==> src/rtl/agu_add_defines.svh <==
// Constants for the address-register add and word-add execute block.
// Assumes the including file compiles after agu_add_pkg.
//
// Functional notes
// - Address add is a 24-bit two's-complement sum with a 24-bit result.
// - Immediates narrower than 24 bits are sign or zero extended first.
// - Address add never changes any condition code flag.
// - Destination is second pointer, a separate pointer, or offset reg.
// - Pointer plus pointer into the second pointer; 1 cycle, 1 word.
// - Pointer plus pointer into the offset register; 1 cycle, 1 word.
// - Unsigned 4-bit immediate added to a pointer in place; 1 cycle.
// - Unsigned 4-bit immediate plus pointer into offset reg; 1 cycle.
// - Signed 17-bit immediate plus pointer into pointer; 2 cycles, 2 words.
// - Full 24-bit immediate plus pointer into pointer; 3 cycles, 3 words.
// - Signed 16-bit data reg plus unsigned 16-bit immediate; 4 cycles.
// - Signed 16-bit data reg plus 24-bit immediate; 5 cycles, 3 words.
// - Two-operand immediate syntax decodes as three-operand, dest = source.
// - Word add takes 1 to 2 cycles and 1 to 2 words.
// - Address add takes 1 to 5 cycles and 1 to 3 words.
// - Word add short form zero extends 0 to 31; 1 cycle, 1 word.
// - Word add long form adds signed 16-bit immediate; 2 cycles, 2 words.
`ifndef AGU_ADD_DEFINES_SVH
`define AGU_ADD_DEFINES_SVH

// ****************************************
// Widths
// ****************************************
`define AGU_ADDR_W 24
`define AGU_WORD_W 16

// ****************************************
// Cycle counts per form
// ****************************************
`define AGU_CYC_ONE 3'h1
`define AGU_CYC_I17 3'h2
`define AGU_CYC_I24 3'h3
`define AGU_CYC_D16 3'h4
`define AGU_CYC_D24 3'h5
`define AGU_CYC_W16 3'h2

// ****************************************
// Opcode patterns and field positions
// ****************************************
`define AGU_PFX_TOP 5'h1c
`define AGU_PTRADD_TOP 4'h8
`define AGU_WADD_TOP 5'h08
`define AGU_SEL_01 2'h1
`define AGU_SHORT_LOW 4'h7
`define AGU_RR_MID 4'h9
`define AGU_RRN_MID 4'hd
`define AGU_I17_MID 3'h2
`define AGU_D16_MID 4'h6
`define AGU_W16_LOW 7'h40
`define AGU_W16_SHORT_SEL 2'h0

`endif

==> src/rtl/agu_add_pkg.sv <==
// Types for the address-register add and word-add execute block.
// Assumes nothing beyond a SystemVerilog compiler.
package agu_add_pkg;

  // Sequencer states
  typedef enum logic [1:0] {
    ST_IDLE = 2'b00,
    ST_OPC = 2'b01,
    ST_EXT = 2'b10,
    ST_WAIT = 2'b11
  } state_t;

  // Decoded instruction forms
  typedef enum logic [3:0] {
    F_RR = 4'b0000,
    F_RRN = 4'b0001,
    F_I4 = 4'b0010,
    F_I4N = 4'b0011,
    F_I17 = 4'b0100,
    F_I24 = 4'b0101,
    F_D16 = 4'b0110,
    F_D24 = 4'b0111,
    F_W5 = 4'b1000,
    F_W16 = 4'b1001,
    F_BAD = 4'b1010
  } form_t;

  // Write-back target file
  typedef enum logic [1:0] {
    T_PTR = 2'b00,
    T_OFFSET = 2'b01,
    T_WORD = 2'b10
  } target_t;

endpackage

==> src/rtl/agu_add_exec.sv <==
// Decode and execute of the address-register add and word-add forms.
// Assumes a fetch stage offering one program word per cycle with valid,
// and register files whose current contents arrive as flat buses.
`timescale 1ns/10ps
`include "agu_add_defines.svh"

module agu_add_exec #(
  parameter int NPTR = 8,
  parameter int NDU = 8,
  parameter int NWR = 8
) (
  input wire logic clk_i,
  input wire logic arst_n_i,
  input wire logic instr_valid_i,
  input wire logic [15:0] instr_word_i,
  output logic instr_ready_o,
  input wire logic [NPTR*24-1:0] addr_pointer_file_i,
  input wire logic [NDU*16-1:0] data_unit_source_file_i,
  input wire logic [NWR*16-1:0] word_operand_reg_file_i,
  output logic wr_en_o,
  output agu_add_pkg::target_t wr_target_o,
  output logic [2:0] wr_idx_o,
  output logic [23:0] wr_data_o,
  output logic ccr_we_o,
  output logic decode_err_o,
  output logic busy_o
);

  // ****************************************
  // State
  // ****************************************
  agu_add_pkg::state_t state_q, state_d;
  agu_add_pkg::form_t form_q, form_d;
  logic [2:0] cnt_q, cnt_d;
  logic [2:0] src_q, src_d;
  logic [2:0] sec_q, sec_d;
  logic [2:0] wsel_q, wsel_d;
  logic [7:0] hi8_q, hi8_d;
  logic v_q, v_d;
  logic [15:0] lo_q, lo_d;
  logic fin, bad_fin;

  // ****************************************
  // First-word decode
  // ****************************************
  // Field extraction at fixed bit positions
  wire [15:0] w = instr_word_i;
  wire [2:0] w_src = {w[3], w[1], w[0]};
  wire [2:0] w_sec = {w[7], w[4], w[2]};
  wire [2:0] w_wsel = w[9:7];
  wire [7:0] w_hi8 = {w[10:8], w[6], w[3:0]};
  wire w_sel01 = (w[6:5] == `AGU_SEL_01);
  wire is_pfx = (w[15:11] == `AGU_PFX_TOP) && !w[7] &&
                (w[5:4] == 2'b11);
  wire is_ptr_add = (w[15:12] == `AGU_PTRADD_TOP);
  wire is_wadd = (w[15:11] == `AGU_WADD_TOP);
  wire is_short = is_ptr_add && (w[7:4] == `AGU_SHORT_LOW);
  wire is_rr = is_ptr_add && (w[11:8] == `AGU_RR_MID) && w_sel01;
  wire is_rrn = is_ptr_add && (w[11:8] == `AGU_RRN_MID) && w_sel01;
  wire is_i17 = is_ptr_add && (w[10:8] == `AGU_I17_MID) && w_sel01;
  wire is_d16 = is_ptr_add && (w[11:8] == `AGU_D16_MID) && w_sel01;
  wire is_w5 = is_wadd && !w[10] && (w[6:5] == `AGU_W16_SHORT_SEL);
  wire is_w16 = is_wadd && w[10] && (w[6:0] == `AGU_W16_LOW);

  // Form of a stand-alone opcode word
  agu_add_pkg::form_t dec_form;
  always_comb begin
    if (is_rr) begin
      dec_form = agu_add_pkg::F_RR;
    end else if (is_rrn) begin
      dec_form = agu_add_pkg::F_RRN;
    end else if (is_short) begin
      dec_form = w[2] ? agu_add_pkg::F_I4N : agu_add_pkg::F_I4;
    end else if (is_i17) begin
      dec_form = agu_add_pkg::F_I17;
    end else if (is_d16) begin
      dec_form = agu_add_pkg::F_D16;
    end else if (is_w5) begin
      dec_form = agu_add_pkg::F_W5;
    end else if (is_w16) begin
      dec_form = agu_add_pkg::F_W16;
    end else begin
      dec_form = agu_add_pkg::F_BAD;
    end
  end

  // Opcode following a prefix word: only the long forms are legal
  agu_add_pkg::form_t pfx_form;
  assign pfx_form = (is_i17 && !w[11]) ? agu_add_pkg::F_I24 :
                    is_d16 ? agu_add_pkg::F_D24 :
                    agu_add_pkg::F_BAD;

  // ****************************************
  // Effective fields at the finishing cycle
  // ****************************************
  wire in_idle = (state_q == agu_add_pkg::ST_IDLE);
  wire in_ext = (state_q == agu_add_pkg::ST_EXT);
  agu_add_pkg::form_t cur_form;
  assign cur_form = in_idle ? dec_form : form_q;
  wire [2:0] cur_src = in_idle ? w_src : src_q;
  wire [2:0] cur_sec = in_idle ? w_sec : sec_q;
  wire [2:0] cur_wsel = in_idle ? w_wsel : wsel_q;
  wire [15:0] cur_lo = in_ext ? w : lo_q;

  // Total cycles per form, counted from the first word taken
  logic [2:0] need_cyc;
  always_comb begin
    unique case (form_q)
      agu_add_pkg::F_I17: need_cyc = `AGU_CYC_I17;
      agu_add_pkg::F_I24: need_cyc = `AGU_CYC_I24;
      agu_add_pkg::F_D16: need_cyc = `AGU_CYC_D16;
      agu_add_pkg::F_D24: need_cyc = `AGU_CYC_D24;
      agu_add_pkg::F_W16: need_cyc = `AGU_CYC_W16;
      default: need_cyc = `AGU_CYC_ONE;
    endcase
  end
  wire [2:0] cnt_inc = cnt_q + 3'h1;
  wire cyc_done = (cnt_inc == need_cyc);

  // ****************************************
  // Operand fetch and arithmetic
  // ****************************************
  // Register file selection
  wire [23:0] ptr_src = addr_pointer_file_i[cur_src*24 +: 24];
  wire [23:0] ptr_sec = addr_pointer_file_i[cur_sec*24 +: 24];
  wire [15:0] du_val = data_unit_source_file_i[cur_sec*16 +: 16];
  wire [15:0] wo_val = word_operand_reg_file_i[cur_wsel*16 +: 16];
  // Widened immediates and data register
  wire [23:0] imm4 = {20'h0_0000, w[11:8]};
  wire [23:0] imm17 = {{7{v_q}}, v_q, cur_lo};
  wire [23:0] imm24 = {hi8_q, cur_lo};
  wire [23:0] du_sx = {{8{du_val[15]}}, du_val};
  wire [23:0] lo_zx = {8'h00, cur_lo};

  // Sum and destination per form
  logic [23:0] sum;
  agu_add_pkg::target_t tgt;
  logic [2:0] tidx;
  always_comb begin
    sum = 24'h00_0000;
    tgt = agu_add_pkg::T_PTR;
    tidx = cur_sec;
    unique case (cur_form)
      agu_add_pkg::F_RR: begin
        sum = ptr_src + ptr_sec;
      end
      agu_add_pkg::F_RRN: begin
        sum = ptr_src + ptr_sec;
        tgt = agu_add_pkg::T_OFFSET;
      end
      agu_add_pkg::F_I4: begin
        sum = ptr_src + imm4;
        tidx = cur_src;
      end
      agu_add_pkg::F_I4N: begin
        sum = ptr_src + imm4;
        tgt = agu_add_pkg::T_OFFSET;
      end
      agu_add_pkg::F_I17: begin
        sum = ptr_src + imm17;
      end
      agu_add_pkg::F_I24: begin
        sum = ptr_src + imm24;
      end
      agu_add_pkg::F_D16: begin
        sum = du_sx + lo_zx;
        tidx = cur_src;
      end
      agu_add_pkg::F_D24: begin
        sum = du_sx + imm24;
        tidx = cur_src;
      end
      agu_add_pkg::F_W5: begin
        sum = {8'h00, 16'(wo_val + {11'h000, w[4:0]})};
        tgt = agu_add_pkg::T_WORD;
        tidx = cur_wsel;
      end
      agu_add_pkg::F_W16: begin
        sum = {8'h00, 16'(wo_val + cur_lo)};
        tgt = agu_add_pkg::T_WORD;
        tidx = cur_wsel;
      end
      default: begin
        sum = 24'h00_0000;
      end
    endcase
  end

  // ****************************************
  // Sequencer
  // ****************************************
  // Walks prefix, opcode and extension words, then burns the cycles left
  always_comb begin
    state_d = state_q;
    form_d = form_q;
    cnt_d = cnt_q;
    src_d = src_q;
    sec_d = sec_q;
    wsel_d = wsel_q;
    hi8_d = hi8_q;
    v_d = v_q;
    lo_d = lo_q;
    fin = 1'b0;
    bad_fin = 1'b0;
    unique case (state_q)
      agu_add_pkg::ST_IDLE: begin
        if (instr_valid_i) begin
          cnt_d = 3'h1;
          src_d = w_src;
          sec_d = w_sec;
          wsel_d = w_wsel;
          v_d = w[11];
          form_d = dec_form;
          if (is_pfx) begin
            hi8_d = w_hi8;
            state_d = agu_add_pkg::ST_OPC;
          end else if (dec_form == agu_add_pkg::F_BAD) begin
            bad_fin = 1'b1;
          end else if (dec_form == agu_add_pkg::F_I17 ||
                       dec_form == agu_add_pkg::F_D16 ||
                       dec_form == agu_add_pkg::F_W16) begin
            state_d = agu_add_pkg::ST_EXT;
          end else begin
            fin = 1'b1;
          end
        end
      end
      agu_add_pkg::ST_OPC: begin
        if (instr_valid_i) begin
          cnt_d = cnt_inc;
          src_d = w_src;
          sec_d = w_sec;
          form_d = pfx_form;
          if (pfx_form == agu_add_pkg::F_BAD) begin
            bad_fin = 1'b1;
            state_d = agu_add_pkg::ST_IDLE;
          end else begin
            state_d = agu_add_pkg::ST_EXT;
          end
        end
      end
      agu_add_pkg::ST_EXT: begin
        if (instr_valid_i) begin
          cnt_d = cnt_inc;
          lo_d = w;
          if (cyc_done) begin
            fin = 1'b1;
            state_d = agu_add_pkg::ST_IDLE;
          end else begin
            state_d = agu_add_pkg::ST_WAIT;
          end
        end
      end
      agu_add_pkg::ST_WAIT: begin
        cnt_d = cnt_inc;
        if (cyc_done) begin
          fin = 1'b1;
          state_d = agu_add_pkg::ST_IDLE;
        end
      end
    endcase
  end

  // Sequencer registers
  always_ff @(posedge clk_i or negedge arst_n_i) begin
    if (!arst_n_i) begin
      state_q <= agu_add_pkg::ST_IDLE;
      form_q <= agu_add_pkg::F_BAD;
      cnt_q <= 3'h0;
      src_q <= 3'h0;
      sec_q <= 3'h0;
      wsel_q <= 3'h0;
      hi8_q <= 8'h00;
      v_q <= 1'b0;
      lo_q <= 16'h0000;
    end else begin
      state_q <= state_d;
      form_q <= form_d;
      cnt_q <= cnt_d;
      src_q <= src_d;
      sec_q <= sec_d;
      wsel_q <= wsel_d;
      hi8_q <= hi8_d;
      v_q <= v_d;
      lo_q <= lo_d;
    end
  end

  // ****************************************
  // Write-back outputs
  // ****************************************
  // Result registered one edge after the finishing cycle
  always_ff @(posedge clk_i or negedge arst_n_i) begin
    if (!arst_n_i) begin
      wr_en_o <= 1'b0;
      wr_target_o <= agu_add_pkg::T_PTR;
      wr_idx_o <= 3'h0;
      wr_data_o <= 24'h00_0000;
      decode_err_o <= 1'b0;
    end else begin
      wr_en_o <= fin;
      decode_err_o <= bad_fin;
      if (fin) begin
        wr_target_o <= tgt;
        wr_idx_o <= tidx;
        wr_data_o <= sum;
      end
    end
  end

  // Flags are never written by these forms
  assign ccr_we_o = 1'b0;
  assign instr_ready_o = (state_q != agu_add_pkg::ST_WAIT);
  assign busy_o = !in_idle;

endmodule

==> config.mk <==
export PLATFORM = sky130hd
export DESIGN_NAME = agu_add_exec
export DESIGN_NICKNAME = d
export VERILOG_FILES = /design/src/rtl/agu_add_pkg.sv /design/src/rtl/agu_add_exec.sv
export VERILOG_INCLUDE_DIRS = /design/src /design/src/rtl
export SDC_FILE = /design/constraint.sdc
export NUM_CORES = 1
export LEC_CHECK = 0
export BUFFER_PORTS_ARGS = -buffer_cell sky130_fd_sc_hd__buf_2
export CAP_MARGIN = 10
export CORE_AREA = 2 2 197 199
export CTS_BUF_LIST = sky130_fd_sc_hd__clkbuf_8 sky130_fd_sc_hd__clkbuf_16
export CTS_CLUSTER_DIAMETER = 80
export CTS_CLUSTER_SIZE = 14
export DETAILED_ROUTE_END_ITERATION = 12
export DIE_AREA = 0 0 199 201
export HOLD_SLACK_MARGIN = 0.03
export PLACE_DENSITY_LB_ADDON = 0.15
export SETUP_SLACK_MARGIN = 0.1
export SLEW_MARGIN = 5
export SYNTH_ARGS = -nofsm -noshare
export SYNTH_HDL_FRONTEND = slang
export SYNTH_SLANG_ARGS = --single-unit
export TNS_END_PERCENT = 100
==> constraint.sdc <==
create_clock -name clk_i -period 12.2 [get_ports clk_i]
set_clock_uncertainty 0.2 [all_clocks]
set_input_delay 1.22 -clock clk_i [delete_from_list [all_inputs] [get_ports clk_i]]
set_output_delay 1.22 -clock clk_i [all_outputs]
set_load 0.05 [all_outputs]
==> flow_summary.json <==
{
  "status": "completed",
  "worst_slew_margin_rel_pct": 28.3,
  "slew_violations": 0,
  "cp_slowest_stage_delay_ps": 790,
  "die_w_um": 199,
  "detailedRoute.firstIterationViolations": 848,
  "first_global_vias": 13100,
  "max_cap_violations": 0,
  "gp_congestion": 0.941,
  "class_of_the_most_critical_setup_path": "in2reg",
  "maxClockFrequency_mhz": 137,
  "fillerInstances": 3761,
  "yosys_register_bits": 74,
  "postRouteWirelength_um": 53600,
  "setup_repair_after_global_routing_missed_its_margin": "false",
  "initial_utilization_pct": 33.5,
  "synth-edff-count": 0,
  "post_synth_main_area_contributors": "sky130_fd_sc_hd__mux4_2, sky130_fd_sc_hd__dfrtp_1, sky130_fd_sc_hd__mux2_2",
  "yosysMostFrequentCell": "sky130_fd_sc_hd__mux4_2",
  "post_synthesis_instance_total": 1256,
  "multi_input_comb_area_mm2": 0.0105,
  "cts_buffers": 9,
  "yosys-top-cells-count": "sky130_fd_sc_hd__mux4_2, sky130_fd_sc_hd__mux2_2, sky130_fd_sc_hd__ha_1",
  "cp_data_arrival_time_ps": 7340,
  "post_route_cells_drive_above_1_share_pct": 47.7,
  "register_area_mm2": 0.00185,
  "synth_to_final_area_change_pct": 27.4,
  "ys.flop_type": "sky130_fd_sc_hd__dfrtp_1",
  "crit_fanout": 20,
  "floorplan.core_area_mm2": 0.0381,
  "place_hpwl_um": 44500,
  "clock_sinks": 74,
  "detailroute.via_count": 13000,
  "die_height_um": 201,
  "finalWorstPathRequiredPeriod_ps": 7300,
  "design.die.area_mm2": 0.0400,
  "syn_avg_cell_area_um2": 10.2,
  "design.portCount": 501,
  "tritoncts_clock_tree": "built",
  "final_antenna_violating_net_count": 0,
  "setup-violations-final": 0,
  "worst_setup_path_start_kind": "input pin",
  "place.port_buffers": 499,
  "final_number_of_hold_violating_endpoints": 0,
  "design.final.nets": 2274,
  "synth.net_count": 1810,
  "grt_max_degree": 75,
  "seq_area_frac_synth_pct": 14.5,
  "yosys.cell_types.count": 79,
  "r2r_setup_slack_ps": 5180,
  "placementRows": 72,
  "detail_route.first_pass.iterations": 6,
  "synth_warnings": 0,
  "cts-root-to-sink-buffers": 2,
  "cts-resized-gates": 0,
  "post-route-drc-count": 0,
  "cell_accounting_for_the_most_synthesized_area": "sky130_fd_sc_hd__mux4_2",
  "clk_transition_reported_paths_ps": 70,
  "cts_setup_buffers": 0,
  "timing.hold.worst.class": "reg2reg",
  "placement.cell_area_mm2": 0.0159,
  "timing.critical_path.cells": "buf_2 > nor4b_1 > a21oi_1 > o21ai_1 > o31a_1 > nand3_1 > nor2_2 > o21ai_1 > buf_4 > nand2_1 > o21ai_0 > ha_1 > fa_1 > a21oi_1 > o21bai_1 > a21oi_1 > o21ai_0 > a211oi_1 > xnor2_1 > a22o_1 > o21ai_0 > nand2_1",
  "grt_use_total_pct": 26.1,
  "worst_path_max_delay_cell": "sky130_fd_sc_hd__nor2_2",
  "wire_per_inst_um": 23.8,
  "worst-endpoint-required_ps": 12240,
  "tightestPinTransition_ps": 1070,
  "route.detailed.vias_per_inst": 5.76,
  "area_share_of_the_largest_cell_type_after_synthesis_pct": 27.9,
  "cts-htree-levels": 3,
  "stdcell_area_mm2": 0.0163,
  "clock_insertion_delay_worst_skew_ps": 350,
  "asyncSetResetFlopFracSynth_pct": 100,
  "cts.root.buffer_cell": "sky130_fd_sc_hd__clkbuf_16",
  "grt_pass1_wl_um": 78100,
  "mappedNetlistArea_mm2": 0.0128,
  "hold_buffers": 0,
  "worstSetupEndpointType": "flip-flop",
  "globalRoute.totalOverflow": 0,
  "grt_antenna_before_repair": 8,
  "post_route_clock_period_utilization_pct": 59.8,
  "setup_total_negative_slack_ps": 0
}
-- cell type report --
cell class,count,share of cell area (%)
timing repair buffer,524,16.5
antenna,7,0.108
inverter,52,1.20
sequential,74,11.4
clock buffer,10,1.47
tap,518,3.98
clock inverter,6,0.600
multi-input combinational,1059,64.7
-- state kept, by name, summed over array words and instances (netlist names), 4 cells and up --
| signal | count |
|---|---|
| lo_q | 16 |
| hi8_q | 8 |
| wr_data_o | 24 |
| form_q | 4 |
-- logic make-up (layout without fill, tap and decap cells) --
kind of cell    count (synthesis)  in the layout  share of synthesized area (%)
fa+ha+maj                      87             87                           8.76
flops                          74             74                           14.5
simple gates                  263            263                           9.84
mux                           321            321                           41.7
other cells                     1              8                         0.0294
buf+inv                       123            592                           3.79
xor+xnor                       71             71                           4.87
compound gates                316            316                           16.5
-- path summary, 6_finish.rpt --
kind                                           from                        end  cells after the start
min                        wr_data_o[5]$_DFFE_PN0P_   wr_data_o[5]$_DFFE_PN0P_                      2
max in group asynchronous                  arst_n_i   wr_data_o[3]$_DFFE_PN0P_                      2
max reg2reg                  state_q[0]$_DFFE_PN0P_  wr_data_o[12]$_DFFE_PN0P_                     23
min reg2reg                wr_data_o[5]$_DFFE_PN0P_   wr_data_o[5]$_DFFE_PN0P_                      2
max                                instr_word_i[10]  wr_data_o[12]$_DFFE_PN0P_                     22
min in group asynchronous                  arst_n_i     state_q[1]$_DFFE_PN0P_                      2
-- worst max-delay path, delay by kind of cell --
kind / cells / cell delay (ps)
AOI/OAI and AO/OA: 12 / 2830
and+or+nand+nor: 5 / 1850
adders and majority gates: 2 / 740
buffers and inverters: 2 / 520
xor gates and xnor gates: 1 / 150
-- per-stage QoR --
step,setup WS [ps],utilization (%),hold slack [ps],instances
2_1_floorplan,6210,-,249,1256
3_3_place_gp,4730,41.8,266,2227
3_5_place_dp,4720,41.8,273,2227
4_1_cts,5060,42.7,289,2243
5_1_grt,4430,42.7,316,2250
6_report,4900,42.7,287,2250
-- cells in the final DEF, fill, tap and decap left out, drive strengths merged, types with 18 or more instances in the layout --
cell type / count
nand3: 20
buf: 524
o21ai: 72
mux2i: 60
dfrtp: 72
o22ai: 20
inv: 52
mux2: 103
xnor2: 41
xor2: 30
ha: 83
a21o: 22
a21oi: 68
nor3: 18
nor2: 78
nand2: 81
mux4: 158
-- metal layers --
layer / vias to the layer above / GRT usage (%) / part of all wire (%)
met5: - / 0 / 0
met4: 0 / 9.22 / 3.2
met3: 81 / 4.49 / 7.2
met2: 585 / 43.8 / 47
met1: 6350 / 33.7 / 42
li1: 5954 / - / -
Power is not shown: default switching activity piles up to over one toggle a cycle in this logic, so the estimate is an artifact.
